`config.mk`:
```
export PLATFORM = sky130hd
export DESIGN_NAME = global_command_and_misc_control
export DESIGN_NICKNAME = d
export VERILOG_FILES = /design/src/rtl/cmd_ctrl_pkg.sv /design/src/rtl/global_command_and_misc_control.sv
export SDC_FILE = /design/constraint.sdc
export NUM_CORES = 1
export LEC_CHECK = 0
export BUFFER_PORTS_ARGS = -buffer_cell sky130_fd_sc_hd__buf_2
export CAP_MARGIN = 30
export CORE_MARGIN = 5
export CORE_UTILIZATION = 61
export CTS_CLUSTER_DIAMETER = 150
export DETAILED_ROUTE_END_ITERATION = 8
export PLACE_DENSITY = 0.88
export SLEW_MARGIN = 20
export SYNTH_ARGS = -nofsm -noshare
export SYNTH_HDL_FRONTEND = slang
export SYNTH_SLANG_ARGS = --single-unit
export TNS_END_PERCENT = 50
```
`constraint.sdc`:
```
create_clock -name ref_clk -period 8.55 [get_ports ref_clk]
set_input_delay 1.71 -clock ref_clk [delete_from_list [all_inputs] [get_ports ref_clk]]
set_output_delay 1.71 -clock ref_clk [all_outputs]
set_load 0.03 [all_outputs]
```
`src/rtl/cmd_ctrl_pkg.sv`:
```
package cmd_ctrl_pkg;
	// Register byte offsets; the low byte of each 16-bit register is addressed
	localparam logic [6:0]  MISC_CONTROL_ADDR   = 7'h34;
	localparam logic [6:0]  GLOBAL_COMMAND_ADDR = 7'h3e;
	localparam logic [6:0]  AUX_DAC_ADDR        = 7'h30;
	// Command bit positions
	localparam int          CMD_SW_RESET        = 7;
	localparam int          CMD_FLASH_STORE     = 3;
	localparam int          CMD_DAC_LATCH       = 2;
	localparam int          CMD_FACTORY_RESTORE = 1;
	localparam int          CMD_NULL_OFFSETS    = 0;
	// Control bit positions
	localparam int          CTL_SELF_TEST       = 8;
	localparam int          CTL_READY_EN        = 2;
	localparam int          CTL_READY_POL       = 1;
	localparam int          CTL_READY_SEL       = 0;
	localparam logic [15:0] MISC_CONTROL_RESET  = 16'h0000;
	localparam logic [15:0] MISC_CONTROL_MASK   = 16'h0107;
	localparam logic [11:0] OFFSET_NOMINAL      = 12'h000;
	localparam logic [11:0] SCALE_NOMINAL       = 12'h800;
	// Flash store time and clock rate
	localparam longint      STORE_TIME_MS       = 50;
	localparam longint      CLK_HZ              = 20000000;
	localparam longint      STORE_CYCLES        = (STORE_TIME_MS * CLK_HZ) / 1000;
	// Ready pulse: high for this percentage of the sample period
	localparam int          READY_HIGH_PCT      = 25;
	typedef enum logic [3:0]
	{
		ST_IDLE    = 4'b0001,
		ST_RESTORE = 4'b0010,
		ST_NULL    = 4'b0100,
		ST_STORE   = 4'b1000
	} seq_state_t;
endpackage

```
`src/rtl/global_command_and_misc_control.sv`:
```
// Contract
// - Command register is write-only, volatile; bits 7, 3, 2, 1 and 0 written one launch their actions, bits 6-4 do nothing.
// - Command bit 7 performs a full software reset.
// - Command bit 3 stores nonvolatile registers to flash, about 50 ms.
// - Command bit 2 moves held DAC value to output; byte writes alone don't.
// - Bit 1: offsets to 000h, scales to 800h, clear filter, then store.
// - Bit 0: null X/Y offsets so outputs read zero, then store.
// - Ready output asserts when all seven output words are processed.
// - Ready returns inactive partway through the next cycle, 15-35 % duty.
// - Ready reasserts at each completed cycle, a continuous pulse train.
// - Shared pins priority: misc control, then alarm control, then pin control.
// - Control bit 8 holds sensor self-test active while set.
// - Bit 2 enables ready, bit 1 polarity high, bit 0 selects pin b.
// - Ready configuration bits are retained through software reset.
// - Self-test bit is cleared on reset.
`timescale 1ns/1ps
`default_nettype none
module global_command_and_misc_control
#(
	parameter longint STORE_CYCLES = cmd_ctrl_pkg::STORE_CYCLES
)
(
	input  wire logic        ref_clk,
	input  wire logic        rst,
	input  wire logic        reg_wr,
	input  wire logic [6:0]  reg_addr,
	input  wire logic [7:0]  reg_wdata,
	input  wire logic        reg_rd,
	output logic      [7:0]  reg_rdata,
	input  wire logic        sample_done,
	input  wire logic [9:0]  sample_period,
	input  wire logic [11:0] x_incl_out,
	input  wire logic [11:0] y_incl_out,
	input  wire logic [11:0] x_accel_out,
	input  wire logic [11:0] y_accel_out,
	input  wire logic [1:0]  alarm_oe,
	input  wire logic [1:0]  alarm_level,
	input  wire logic [1:0]  pin_ctl_oe,
	input  wire logic [1:0]  pin_ctl_level,
	output logic      [1:0]  aux_pin_out,
	output logic      [1:0]  aux_pin_oe_n,
	output logic             soft_reset,
	output logic             sensor_check_enable,
	output logic      [11:0] dac_out,
	output logic             filter_clear,
	output logic             flash_store,
	output logic             store_busy,
	output logic      [11:0] offset_load_val [4],
	output logic      [11:0] scale_load_val,
	output logic      [3:0]  offset_load,
	output logic             scale_load
);
	logic [15:0] ctl_q, ctl_d;
	logic [11:0] dac_hold_q, dac_hold_d, dac_q, dac_d;
	logic [7:0]  cmd;
	logic        cmd_wr;
	logic        ctl_lo_wr, ctl_hi_wr, dac_lo_wr, dac_hi_wr;
	cmd_ctrl_pkg::seq_state_t st_q, st_d;
	logic [31:0] store_cnt_q, store_cnt_d;
	logic [9:0]  phase_q, phase_d;
	logic        ready_q, ready_d;
	logic [9:0]  ready_len;
	logic [1:0]  pin_level_q, pin_level_d, pin_oe_n_q, pin_oe_n_d;

	assign cmd_wr    = reg_wr && reg_addr == cmd_ctrl_pkg::GLOBAL_COMMAND_ADDR;
	assign cmd       = cmd_wr ? reg_wdata : 8'h00;
	assign ctl_lo_wr = reg_wr && reg_addr == cmd_ctrl_pkg::MISC_CONTROL_ADDR;
	assign ctl_hi_wr = reg_wr && reg_addr == cmd_ctrl_pkg::MISC_CONTROL_ADDR + 7'h01;
	assign dac_lo_wr = reg_wr && reg_addr == cmd_ctrl_pkg::AUX_DAC_ADDR;
	assign dac_hi_wr = reg_wr && reg_addr == cmd_ctrl_pkg::AUX_DAC_ADDR + 7'h01;

	// Software reset strobe goes to the device-wide reset controller
	assign soft_reset = cmd[cmd_ctrl_pkg::CMD_SW_RESET];

	// Ready configuration lives in a retained domain: only the power-on
	// reset returns it to default, never the software reset.
	always_comb
	begin
		ctl_d = ctl_q;
		if (ctl_lo_wr)
			ctl_d[7:0] = reg_wdata & cmd_ctrl_pkg::MISC_CONTROL_MASK[7:0];
		if (ctl_hi_wr)
			ctl_d[15:8] = reg_wdata & cmd_ctrl_pkg::MISC_CONTROL_MASK[15:8];
		if (soft_reset)
			ctl_d[cmd_ctrl_pkg::CTL_SELF_TEST] = 1'b0;
	end
	always_ff @(posedge ref_clk or posedge rst)
	begin
		if (rst)
			ctl_q <= cmd_ctrl_pkg::MISC_CONTROL_RESET;
		else
			ctl_q <= ctl_d;
	end
	assign sensor_check_enable = ctl_q[cmd_ctrl_pkg::CTL_SELF_TEST];

	// DAC holding register; output moves only on the latch command or the software reset
	always_comb
	begin
		dac_hold_d = dac_hold_q;
		dac_d      = dac_q;
		if (dac_lo_wr)
			dac_hold_d[7:0] = reg_wdata;
		if (dac_hi_wr)
			dac_hold_d[11:8] = reg_wdata[3:0];
		if (cmd[cmd_ctrl_pkg::CMD_DAC_LATCH])
			dac_d = dac_hold_q;
		if (soft_reset)
		begin
			dac_hold_d = 12'h000;
			dac_d      = 12'h000;
		end
	end
	always_ff @(posedge ref_clk or posedge rst)
	begin
		if (rst)
		begin
			dac_hold_q <= 12'h000;
			dac_q      <= 12'h000;
		end
		else
		begin
			dac_hold_q <= dac_hold_d;
			dac_q      <= dac_d;
		end
	end
	assign dac_out = dac_q;

	// Calibration sequencer: restore or null, then the flash store
	always_comb
	begin
		st_d           = st_q;
		store_cnt_d    = store_cnt_q;
		offset_load    = 4'h0;
		scale_load     = 1'b0;
		filter_clear   = 1'b0;
		flash_store    = 1'b0;
		scale_load_val = cmd_ctrl_pkg::SCALE_NOMINAL;
		for (int i = 0; i < 4; i++)
			offset_load_val[i] = cmd_ctrl_pkg::OFFSET_NOMINAL;
		unique case (st_q)
			cmd_ctrl_pkg::ST_IDLE:
			begin
				// Restore wins over null when both arrive in one write
				// DAC latch and software reset act outside this sequencer, even while busy
				if (cmd[cmd_ctrl_pkg::CMD_FACTORY_RESTORE])
					st_d = cmd_ctrl_pkg::ST_RESTORE;
				else if (cmd[cmd_ctrl_pkg::CMD_NULL_OFFSETS])
					st_d = cmd_ctrl_pkg::ST_NULL;
				else if (cmd[cmd_ctrl_pkg::CMD_FLASH_STORE])
				begin
					st_d        = cmd_ctrl_pkg::ST_STORE;
					store_cnt_d = 32'(STORE_CYCLES - 1);
					flash_store = 1'b1;
				end
			end
			cmd_ctrl_pkg::ST_RESTORE:
			begin
				offset_load  = 4'hf;
				scale_load   = 1'b1;
				filter_clear = 1'b1;
				flash_store  = 1'b1;
				store_cnt_d  = 32'(STORE_CYCLES - 1);
				st_d         = cmd_ctrl_pkg::ST_STORE;
			end
			cmd_ctrl_pkg::ST_NULL:
			begin
				// Offset takes the negated output so the corrected value is zero
				offset_load_val[0] = 12'h000 - x_incl_out;
				offset_load_val[1] = 12'h000 - y_incl_out;
				offset_load_val[2] = 12'h000 - x_accel_out;
				offset_load_val[3] = 12'h000 - y_accel_out;
				offset_load        = 4'hf;
				flash_store        = 1'b1;
				store_cnt_d        = 32'(STORE_CYCLES - 1);
				st_d               = cmd_ctrl_pkg::ST_STORE;
			end
			cmd_ctrl_pkg::ST_STORE:
			begin
				// Store, restore and null commands during the store are dropped to protect the flash
				if (store_cnt_q == 32'h0)
					st_d = cmd_ctrl_pkg::ST_IDLE;
				else
					store_cnt_d = store_cnt_q - 32'h1;
			end
			default:
				st_d = cmd_ctrl_pkg::ST_IDLE;
		endcase
		if (soft_reset)
			st_d = cmd_ctrl_pkg::ST_IDLE;
	end
	always_ff @(posedge ref_clk or posedge rst)
	begin
		if (rst)
		begin
			st_q        <= cmd_ctrl_pkg::ST_IDLE;
			store_cnt_q <= 32'h0;
		end
		else
		begin
			st_q        <= st_d;
			store_cnt_q <= store_cnt_d;
		end
	end
	// Busy spans the whole store so the host can poll before its next command
	assign store_busy = st_q != cmd_ctrl_pkg::ST_IDLE;

	// Ready pulse: set at each completed sample, cleared after a quarter
	// of the sample period, giving a duty cycle inside 15-35 %.
	assign ready_len = 10'((32'(sample_period) * cmd_ctrl_pkg::READY_HIGH_PCT) / 100);
	always_comb
	begin
		ready_d = ready_q;
		phase_d = phase_q;
		if (sample_done)
		begin
			ready_d = 1'b1;
			phase_d = 10'h000;
		end
		else if (ready_q)
		begin
			phase_d = phase_q + 10'h001;
			// A length of one or less still gives a one-cycle pulse
			if (phase_q + 10'h001 >= ready_len)
				ready_d = 1'b0;
		end
		if (soft_reset)
			ready_d = 1'b0;
	end
	always_ff @(posedge ref_clk or posedge rst)
	begin
		if (rst)
		begin
			ready_q <= 1'b0;
			phase_q <= 10'h000;
		end
		else
		begin
			ready_q <= ready_d;
			phase_q <= phase_d;
		end
	end

	// Pin arbitration; output enables are active low. The pins are registered
	// so a change of priority between sources never glitches a shared line.
	always_comb
	begin
		pin_oe_n_d  = 2'h3;
		pin_level_d = 2'h0;
		for (int p = 0; p < 2; p++)
		begin
			if (ctl_q[cmd_ctrl_pkg::CTL_READY_EN] && int'(ctl_q[cmd_ctrl_pkg::CTL_READY_SEL]) == p)
			begin
				pin_oe_n_d[p]  = 1'b0;
				pin_level_d[p] = ready_q ~^ ctl_q[cmd_ctrl_pkg::CTL_READY_POL];
			end
			else if (alarm_oe[p])
			begin
				pin_oe_n_d[p]  = 1'b0;
				pin_level_d[p] = alarm_level[p];
			end
			else if (pin_ctl_oe[p])
			begin
				pin_oe_n_d[p]  = 1'b0;
				pin_level_d[p] = pin_ctl_level[p];
			end
		end
	end

	always_ff @(posedge ref_clk or posedge rst)
	begin
		if (rst)
		begin
			pin_oe_n_q  <= 2'h3;
			pin_level_q <= 2'h0;
		end
		else
		begin
			pin_oe_n_q  <= pin_oe_n_d;
			pin_level_q <= pin_level_d;
		end
	end

	assign aux_pin_out  = pin_level_q;
	assign aux_pin_oe_n = pin_oe_n_q;

	// Readback: the command register reads zero, control reads its bits
	always_comb
	begin
		reg_rdata = 8'h00;
		if (reg_rd && reg_addr == cmd_ctrl_pkg::MISC_CONTROL_ADDR)
			reg_rdata = ctl_q[7:0];
		else if (reg_rd && reg_addr == cmd_ctrl_pkg::MISC_CONTROL_ADDR + 7'h01)
			reg_rdata = ctl_q[15:8];
		else if (reg_rd && reg_addr == cmd_ctrl_pkg::AUX_DAC_ADDR)
			reg_rdata = dac_hold_q[7:0];
		else if (reg_rd && reg_addr == cmd_ctrl_pkg::AUX_DAC_ADDR + 7'h01)
			reg_rdata = {4'h0, dac_hold_q[11:8]};
	end
endmodule
`default_nettype wire

```
==> results.cfg, run 1 <==
[outcome]
status = aborted with a tool error
lastStage = global routing (5_1_grt)
firstError = [ERROR GRT-0232] Routing congestion too high. Check the congestion heatmap in the GUI.

[floorplan]
die_y_um = 135.2
io_pins = 180
num_rows = 45
floorplan.initialDensity_pct = 62.48
die_x_um = 135.2

[global_route]
grt_use_total_pct = 67.13
grt_overflow = 4
grt_max_degree = 80

[synth]
ys_warn_count = 0
syn_avg_cell_area_um2 = 7.934
syn_area_mm2 = 0.009568
seq_area_frac_synth_pct = 20.70
synthFlopType = dfrtp_1
synth_edf_count = 0
synthDistinctLibCells = 119
async_reset_ff_share_pct = 100.0
synth_cells = 1206
ys_ff_latch = 79

[placement]
port_buffers = 167
dp_hpwl_mm = 28.50
place_congestion = 1.065
place_ws_ns = -3.274
placed_cell_area_mm2 = 0.01304

[clocking]
cts-root-buf = clkbuf_16
ctsHoldBuffers = 0
h-tree-depth = 3
clockBufferDepth = 2
cts_buffers = 9
clkSinkCount = 79
## layer usage
layer	track usage (%)	GRT overflow
met5	20.00	0
met4	62.15	2
met3	54.09	1
met2	85.09	1
met1	66.20	0
## synth_stat cells, drive strengths merged, types with 8 or more instances
| master | count | share of area (%) |
|---|---|---|
| nor2 | 163 | 6.4 |
| nand2 | 102 | 4.0 |
| dfrtp | 76 | 20 |
| xor2 | 60 | 5.6 |
| a21oi | 54 | 2.9 |
| xnor2 | 53 | 5.4 |
| ha | 52 | 6.8 |
| o21ai | 52 | 3.0 |
| nor3 | 50 | 2.9 |
| inv | 48 | 1.9 |
| nand3 | 39 | 2.1 |
| buf | 32 | 2.2 |
| a31oi | 24 | 1.8 |
| nand4 | 23 | 1.6 |
| and2 | 22 | 1.4 |
| mux2i | 22 | 2.3 |
| clkbuf | 21 | 0.82 |
| nor4 | 21 | 1.4 |
| or3 | 19 | 1.2 |
| and3 | 18 | 1.2 |
| a211oi | 17 | 1.9 |
| or2 | 16 | 1.1 |
| o211ai | 15 | 1.3 |
| nor2b | 13 | 0.85 |
| a21o | 12 | 0.94 |
| nand2b | 12 | 0.78 |
| o31ai | 12 | 1.1 |
| o21a | 10 | 0.78 |
| o22ai | 8 | 0.52 |
## logic make-up after synthesis
logic type                 share of synthesized area (%)
AOI/OAI and AO/OA                                  23.92
xor gates and xnor gates                           11.05
adders and majority gates                          7.846
buffers and inverters                              4.930
DFF                                                20.70
muxes                                              3.125
other                                            0.07849
and+or+nand+nor                                    28.35
## timing repair
action	4_1_cts
endpoints found under the setup margin	1
buffers inserted	20
pin swaps	42
cloned	1
resized for setup	55
## stage by stage
| step | hold slack, ns | utilization [%] | cells | setup TNS, ns |
|---|---|---|---|---|
| 2_1_floorplan | 0.4600 | - | 1216 | -2.284 |
| 3_3_place_gp | 0.4816 | 85.15 | 1822 | -2.732 |
| 3_5_place_dp | 0.5031 | 85.15 | 1822 | -3.274 |
| 4_1_cts | 0.5202 | 90.26 | 1859 | -2.762 |
==> inputs of run 2 (changes only) <==
--- a/config.mk
+++ b/config.mk
@@ -8,10 +8,9 @@
 export BUFFER_PORTS_ARGS = -buffer_cell sky130_fd_sc_hd__buf_2
 export CAP_MARGIN = 30
 export CORE_MARGIN = 5
-export CORE_UTILIZATION = 61
-export CTS_CLUSTER_DIAMETER = 150
+export CORE_UTILIZATION = 40
 export DETAILED_ROUTE_END_ITERATION = 8
-export PLACE_DENSITY = 0.88
+export PLACE_DENSITY_LB_ADDON = 0.15
 export SLEW_MARGIN = 20
 export SYNTH_ARGS = -nofsm -noshare
 export SYNTH_HDL_FRONTEND = slang
==> results.cfg, run 2 <==
[outcome]
status = finished, violations left
violations = setup timing

[sta]
holdWs_ns = 0.4992
skew_ns = 0.009557
slew_headroom_pct = 53.60
finalSetupViolations = 1
hold_viol_final = 0
worst_slew_pin_slew_ns = 0.6934
setup_slack_ns = -2.488
rsz0062_at_grt = true
fin_crit_ns = 11.04
fmaxAchievable_ghz = 0.09059
drv_slew = 0
period_share_pct = 129.1

[worst_setup_path]
critPathKind = input port to flip-flop
cp_data_arrival_time_ns = 11.30
crit_end = ready_q
crit_required_ns = 8.81
crit_path_max_incr_delay_ns = 0.54
crit_start = sample_period[5]
cp-start-kind = input port
cp_slowest_cell = or4_4
cp.depth = 50
cp_max_fo = 8
critPathTopFamily = compound AO/OA/AOI/OAI gates
worst-path-buf-inv = 7
r2r-end = store_cnt_q[23]
worstSetupEndpointType = flip-flop
rr_startpoint = store_cnt_q[0]
rrSetupSlack_ns = 4.40
r2r_cells = 19

[global_route]
antenna_found_initial = 0
grt_use_total_pct = 22.98
grt_pass1_wl_mm = 51.61
grt_overflow = 0
grt_max_degree = 48
grt_pass1_vias = 10430

[floorplan]
die_y_um = 164.7
floorplan.initialDensity_pct = 40.64
die-area_mm2 = 0.02711
num_rows = 56
io_pins = 180
core_area_mm2 = 0.02354
die_x_um = 164.7

[finish]
regMostFlops = store_cnt_q
final_cell_area_mm2 = 0.01410
antenna_cells = 0
final_nets = 1798
fillCellCount = 2175
areaGrowthSynthToFinish_pct = 47.35
largest_reg_flops = 32
final_cell_mix = buf_4 (304), buf_2 (168), nor2_1 (160)
drive_above_1_share_pct = 40.54
layout_commonest_cell = buf_4

[clocking]
clk_latency_ns = 0.34
cts_tree = done
cts-root-buf = clkbuf_16
clk_pin_slew_ns = 0.07
ctsHoldBuffers = 0
clkSinkCount = 79
cts_buffers = 9
clockBufferDepth = 2
h-tree-depth = 3

[synth]
seq_area_frac_synth_pct = 20.70
async_reset_ff_share_pct = 100.0
syn_area_mm2 = 0.009568
synthDistinctLibCells = 119
synthFlopType = dfrtp_1
yosysMostFrequentCell = nor2_1
ys_warn_count = 0
synthTopCellsByCount = nor2_1 (162), nand2_1 (101), dfrtp_1 (76), xor2_1 (58), ha_1 (52)
synth_edf_count = 0
synth_area_leaders = dfrtp_1 (20%), ha_1 (6.8%), nor2_1 (6.4%)
synth_top_cell_area_share_pct = 19.88
synth_cells = 1206
yosysTopAreaCell = dfrtp_1
syn_avg_cell_area_um2 = 7.934
ys_ff_latch = 79

[placement]
place_ws_ns = -3.048
port_buffers = 167
placed_cell_area_mm2 = 0.01331
dp_hpwl_mm = 25.55
place_congestion = 0.9630

[worst_hold_path]
hp-class = flip-flop to flip-flop

[detailed_routing]
drt_iter0_markers = 568
drtAntennaViolNets = 0
num_vias = 10740
dr.pass1.iters = 5
drt-total-wl_mm = 31.46
vias_per_cell = 5.428
drc = 0
routedWlPerCell_um = 15.90

[flow_run]
maxCapViolCount = 0
-- run 2: cell counts after synthesis --
No cell type changed its count.
-- run 2: cell type report --
| class | instances | area [µm²] | area share, % |
|---|---|---|---|
| clock inverters | 6 | 75.07 | 0.5325 |
| repair buffers | 481 | 3261 | 23.13 |
| flip-flops and latches | 79 | 1981 | 14.05 |
| well taps | 319 | 399.1 | 2.831 |
| inverters | 48 | 188.9 | 1.340 |
| clock buffers | 10 | 239.0 | 1.695 |
| multi-input cells | 1036 | 7955 | 56.43 |
-- run 2: stage by stage --
stage / setup TNS [ns] / cells / utilization, %
6_report: -2.488 / 1979 / 59.89
2_1_floorplan: -2.284 / 1216 / -
3_5_place_dp: -3.048 / 1947 / 56.53
5_1_grt: -3.022 / 1979 / 59.89
4_1_cts: -2.425 / 1966 / 58.32
3_3_place_gp: -2.897 / 1945 / 56.39
-- run 2: worst min path at each step --
stage	startpoint	end	slack [ns]	cells past startpoint
after floorplan	store_cnt_q[5]	store_cnt_q[5]	0.46	1
after global placement	dac_out[7]	dac_out[7]	0.49	2
after detailed placement	dac_out[7]	dac_out[7]	0.49	2
after CTS	store_cnt_q[5]	store_cnt_q[5]	0.50	1
after global routing	dac_out[7]	dac_out[7]	0.52	2
final	dac_out[7]	dac_out[7]	0.50	2
-- run 2: metal layers --
layer	vias to the layer above	track usage, %	wire length [µm]
li1	5293	-	-
met1	5097	32.19	14560
met2	304	38.37	14880
met3	48	2.146	1461
met4	0	5.482	563
met5	-	0	0
-- run 2: what timing repair did --
item                       in CTS  in global routing
resized for setup              19                 47
setup endpoints to repair       1                  1
setup buffers                   3                 12
pin swaps                       6                 36
-- run 2: worst min-delay path: cells and delay by family, from the launching register on --
family | cells | cell delay, ns
DFF | 1 | 0.36
AOI/OAI and AO/OA | 1 | 0.06
and+or+nand+nor | 1 | 0.05
-- run 2: cells by family (layout without fill, tap and decap cells) --
logic type	Yosys count	after routing	synth area share, %
compound gates	291	291	23.92
xor+xnor	113	113	11.05
fa+ha+maj	57	57	7.846
buf+inv	101	545	4.930
flops	79	79	20.70
mux	29	29	3.125
other cells	2	12	0.07849
simple gates	534	534	28.35
Power of run 2 is left out: the tool's default activity adds up to more than one toggle a clock period on the data nets, which glitch-free logic cannot reach.
==> inputs of run 3 (changes only) <==
==> constraint.sdc (replaced) <==
create_clock -name ref_clk -period 10.1 [get_ports ref_clk]
set_input_delay 2.02 -clock ref_clk [delete_from_list [all_inputs] [get_ports ref_clk]]
set_output_delay 2.02 -clock ref_clk [all_outputs]
set_load 0.03 [all_outputs]
==> results.cfg, run 3 (synthesis gave the netlist of run 2 again) <==
[worst_setup_path]
rrSetupSlack_ns = 5.97
cp_data_arrival_time_ns = 11.61
r2r-end = store_cnt_q[23]
cp_max_fo = 8
critPathTopFamily = compound AO/OA/AOI/OAI gates
worstSetupEndpointType = flip-flop
cp_slowest_cell = or4_4
rr_startpoint = store_cnt_q[0]
r2r_cells = 18
worst_path_most_repeated_cell = buf_4
crit_path_max_incr_delay_ns = 0.56
cp-start-kind = input port
crit_required_ns = 10.36
critPathKind = input port to flip-flop
worst-path-buf-inv = 10

[flow_run]
maxCapViolCount = 0

[global_route]
grt_pass1_vias = 10740
grt_use_total_pct = 23.44
grt_max_degree = 56
grt_pass1_wl_mm = 52.94
antenna_found_initial = 0
grt_overflow = 0

[placement]
dp_hpwl_mm = 25.64
place_congestion = 0.9431
placed_cell_area_mm2 = 0.01332
port_buffers = 167

[sta]
skew_ns = 0.01144
rsz0062_at_grt = true
setup_slack_ns = -1.251
drv_slew = 0
fin_crit_ns = 11.35
finalSetupViolations = 1
period_share_pct = 112.4
worst_slew_pin_slew_ns = 0.6630
hold_viol_final = 0
fmaxAchievable_ghz = 0.08810
slew_headroom_pct = 55.63

[worst_hold_path]
hp-class = flip-flop to flip-flop
holdPathStages = 1
whs_endpoint = store_cnt_q[5]
hold_start = store_cnt_q[5]

[finish]
areaGrowthSynthToFinish_pct = 50.97
final_nets = 1822
final_cell_area_mm2 = 0.01445
drive_above_1_share_pct = 42.16
layout_commonest_cell = buf_4
regMostFlops = store_cnt_q
largest_reg_flops = 32
antenna_cells = 0
final_cell_mix = buf_4 (328), buf_2 (167), nor2_1 (157)

[detailed_routing]
drtAntennaViolNets = 0
drc = 0
vias_per_cell = 5.413
drt_iter0_markers = 545
routedWlPerCell_um = 16.13
drt-total-wl_mm = 32.30
dr.pass1.iters = 7
num_vias = 10840

[floorplan]
die_y_um = 164.7
core_area_mm2 = 0.02354
io_pins = 180
num_rows = 56
die-area_mm2 = 0.02711
floorplan.initialDensity_pct = 40.64
die_x_um = 164.7

[clocking]
cts_buffers = 9
clk_latency_ns = 0.34
clkSinkCount = 79
h-tree-depth = 3
clk_pin_slew_ns = 0.06
ctsHoldBuffers = 0
cts-root-buf = clkbuf_16
clockBufferDepth = 2
cts_tree = done

[outcome]
violations = setup timing
status = finished, violations left
## run 3: cell count changes in the layout (fill, tap and decap cells not counted), sizes merged
cell	delta
buf	+22
bufinv	+2
inv	-1
xnor2	+1
## run 3: cell type report
class / instances / area, µm²
clock inverter: 7 / 126.4
multi-input combinational: 1037 / 8090
fill: 2144 / 9097
tap: 319 / 399.1
timing repair buffer: 504 / 3432
inverter: 48 / 191.4
sequential: 79 / 1981
clock buffer: 9 / 225.2
## run 3: per-layer routing
layer | up-vias | GRT usage (%) | routed length, µm
li1 | 5350 | - | -
met1 | 5143 | 32.22 | 14670
met2 | 304 | 39.79 | 15510
met3 | 45 | 2.546 | 1625
met4 | 0 | 5.217 | 494
met5 | - | 0 | 0
## run 3: stage by stage
stage / hold slack (ns) / util [%] / worst slack [ns] / instances / setup TNS (ns)
floorplan: 0.4600 / - / -1.044 / 1216 / -1.044
global placement: 0.4864 / 56.45 / -1.838 / 1945 / -1.838
detailed placement: 0.4885 / 56.58 / -1.888 / 1947 / -1.888
CTS: 0.5016 / 59.64 / -1.214 / 1982 / -1.214
global route: 0.5193 / 61.36 / -1.698 / 2003 / -1.698
finish: 0.5057 / 61.36 / -1.251 / 2003 / -1.251
## run 3: worst max path at each step
stage                                start  endpoint  slack, ns  depth (start not counted)
after floorplan           sample_period[3]   ready_q      -1.04                         48
after global placement    sample_period[5]   ready_q      -1.84                         50
after detailed placement  sample_period[4]   ready_q      -1.89                         49
after CTS                 sample_period[4]   ready_q      -1.21                         53
after global routing      sample_period[4]   ready_q      -1.70                         55
final                     sample_period[4]   ready_q      -1.25                         53
## run 3: timing repair
action,in CTS,in global routing
gates cloned,0,1
endpoints found under the hold margin,0,0
pin swaps,29,61
buffers inserted,19,19
setup endpoints to repair,1,1
resized for setup,42,44
## run 3: worst register-to-register path, delay by kind of cell, from the launching register on
family / cells / cell delay, ns
fa+ha+maj: 1 / 0.23
compound gates: 1 / 0.12
buf+inv: 2 / 0.27
simple gates: 13 / 2.85
flops: 1 / 0.39
xor+xnor: 1 / 0.14
Power of run 3 is left out for the same reason.
==> inputs of run 4 (changes only) <==
--- a/config.mk
+++ b/config.mk
@@ -11,6 +11,7 @@
 export CORE_UTILIZATION = 40
 export DETAILED_ROUTE_END_ITERATION = 8
 export PLACE_DENSITY_LB_ADDON = 0.15
+export SKIP_LAST_GASP = 1
 export SLEW_MARGIN = 20
 export SYNTH_ARGS = -nofsm -noshare
 export SYNTH_HDL_FRONTEND = slang
==> constraint.sdc (replaced) <==
create_clock -name ref_clk -period 14.5 [get_ports ref_clk]
set_input_delay 2.9 -clock ref_clk [delete_from_list [all_inputs] [get_ports ref_clk]]
set_output_delay 2.9 -clock ref_clk [all_outputs]
set_load 0.03 [all_outputs]
==> results.cfg, run 4 (synthesis gave the netlist of run 2 again) <==
[global_route]
grt_pass1_wl_mm = 46.80
grt_max_degree = 47
grt_overflow = 0
antenna_found_initial = 3
grt_pass1_vias = 9156
grt_use_total_pct = 20.88

[worst_hold_path]
hp-class = flip-flop to flip-flop
hold_start = store_cnt_q[5]
whs_endpoint = store_cnt_q[5]
holdPathStages = 1

[worst_setup_path]
cp_slowest_cell = fa_1
r2r-end = store_cnt_q[23]
crit_required_ns = 14.76
critPathKind = input port to flip-flop
crit_path_max_incr_delay_ns = 0.55
cp_max_fo = 11
rr_startpoint = store_cnt_q[0]
worst_path_most_repeated_cell = ha_1
cp_data_arrival_time_ns = 13.96
rrSetupSlack_ns = 9.95
r2r_cells = 18
cp-start-kind = input port
worstSetupEndpointType = flip-flop

[detailed_routing]
drtAntennaViolNets = 0
num_vias = 9551
drt-total-wl_mm = 28.81
drt_iter0_markers = 668
dr.pass1.iters = 5
drc = 0
routedWlPerCell_um = 17.09
vias_per_cell = 5.665

[sta]
rsz0062_at_grt = false
fin_crit_ns = 13.70
setup_slack_ns = 0.8001
hold_viol_final = 0
drv_slew = 0
period_share_pct = 94.48
fmaxAchievable_ghz = 0.07299
skew_ns = 0.007172
worst_slew_pin_slew_ns = 0.8660
fin_tns_setup_ns = 0
finalSetupViolations = 0
slew_headroom_pct = 41.74

[clocking]
cts_tree = done
cts-root-buf = clkbuf_16
h-tree-depth = 3
cts_buffers = 9
clkSinkCount = 79
clk_pin_slew_ns = 0.06
clk_latency_ns = 0.33
postCtsSetupBuffers = 0
clockBufferDepth = 2

[floorplan]
floorplan.initialDensity_pct = 40.64
io_pins = 180
die_y_um = 164.7
core_area_mm2 = 0.02354
die-area_mm2 = 0.02711
die_x_um = 164.7
num_rows = 56

[finish]
largest_reg_flops = 32
antenna_cells = 0
drive_above_1_share_pct = 21.87
regMostFlops = store_cnt_q
final_cells = 1686
areaGrowthSynthToFinish_pct = 15.82
final_nets = 1505
final_cell_area_mm2 = 0.01108
layout_commonest_cell = buf_2
final_cell_mix = buf_2 (167), nor2_1 (162), nand2_1 (101)

[outcome]
status = complete, no violations

[placement]
port_buffers = 167
place_congestion = 0.9014
numPlacedInstances = 1670
place_ws_ns = 0.2485
dp_hpwl_mm = 22.89
placed_cell_area_mm2 = 0.01073

[flow_run]
maxCapViolCount = 0
run 4: critical path, delay by kind of cell:
family                     cells  cell delay (ns)
AOI/OAI and AO/OA             23             6.08
and+or+nand+nor               15             2.60
buffers and inverters          5             0.70
adders and majority gates      5             1.65
run 4: worst max path at each step:
stage / startpoint / to / slack (ns)
finish: sample_period[2] / ready_q / 0.80
global route: sample_period[2] / ready_q / 0.07
CTS: sample_period[2] / ready_q / 0.54
detailed placement: sample_period[2] / ready_q / 0.25
global placement: sample_period[2] / ready_q / 0.31
floorplan: sample_period[1] / ready_q / 1.97
run 4: stage by stage:
step,hold slack [ns],util (%)
4_1_cts,0.5029,46.95
5_1_grt,0.5243,47.07
6_report,0.5002,47.07
3_5_place_dp,0.4903,45.57
3_3_place_gp,0.4877,45.44
2_1_floorplan,0.4600,-
run 4: layout make-up:
type / count / area, µm²
clock buffer: 11 / 242.7
clock inverter: 5 / 81.33
fill: 2379 / 12460
inverter: 48 / 186.4
multi-input combinational: 1036 / 7182
sequential: 79 / 1981
tap: 319 / 399.1
timing repair buffer: 188 / 1010
run 4: per-layer routing:
layer	vias to the layer above	track usage, %	share of wire (%)
li1	4711	-	-
met1	4486	28.54	47
met2	296	34.12	45
met3	52	3.444	5.8
met4	6	5.898	2.1
met5	-	0	0.14
run 4: repair_timing:
item                                    4_1_cts  5_1_grt
endpoints found under the setup margin        0        1
hold buffers                                  0        0
resized for setup                             0        5
Power of run 4 is left out for the same reason.
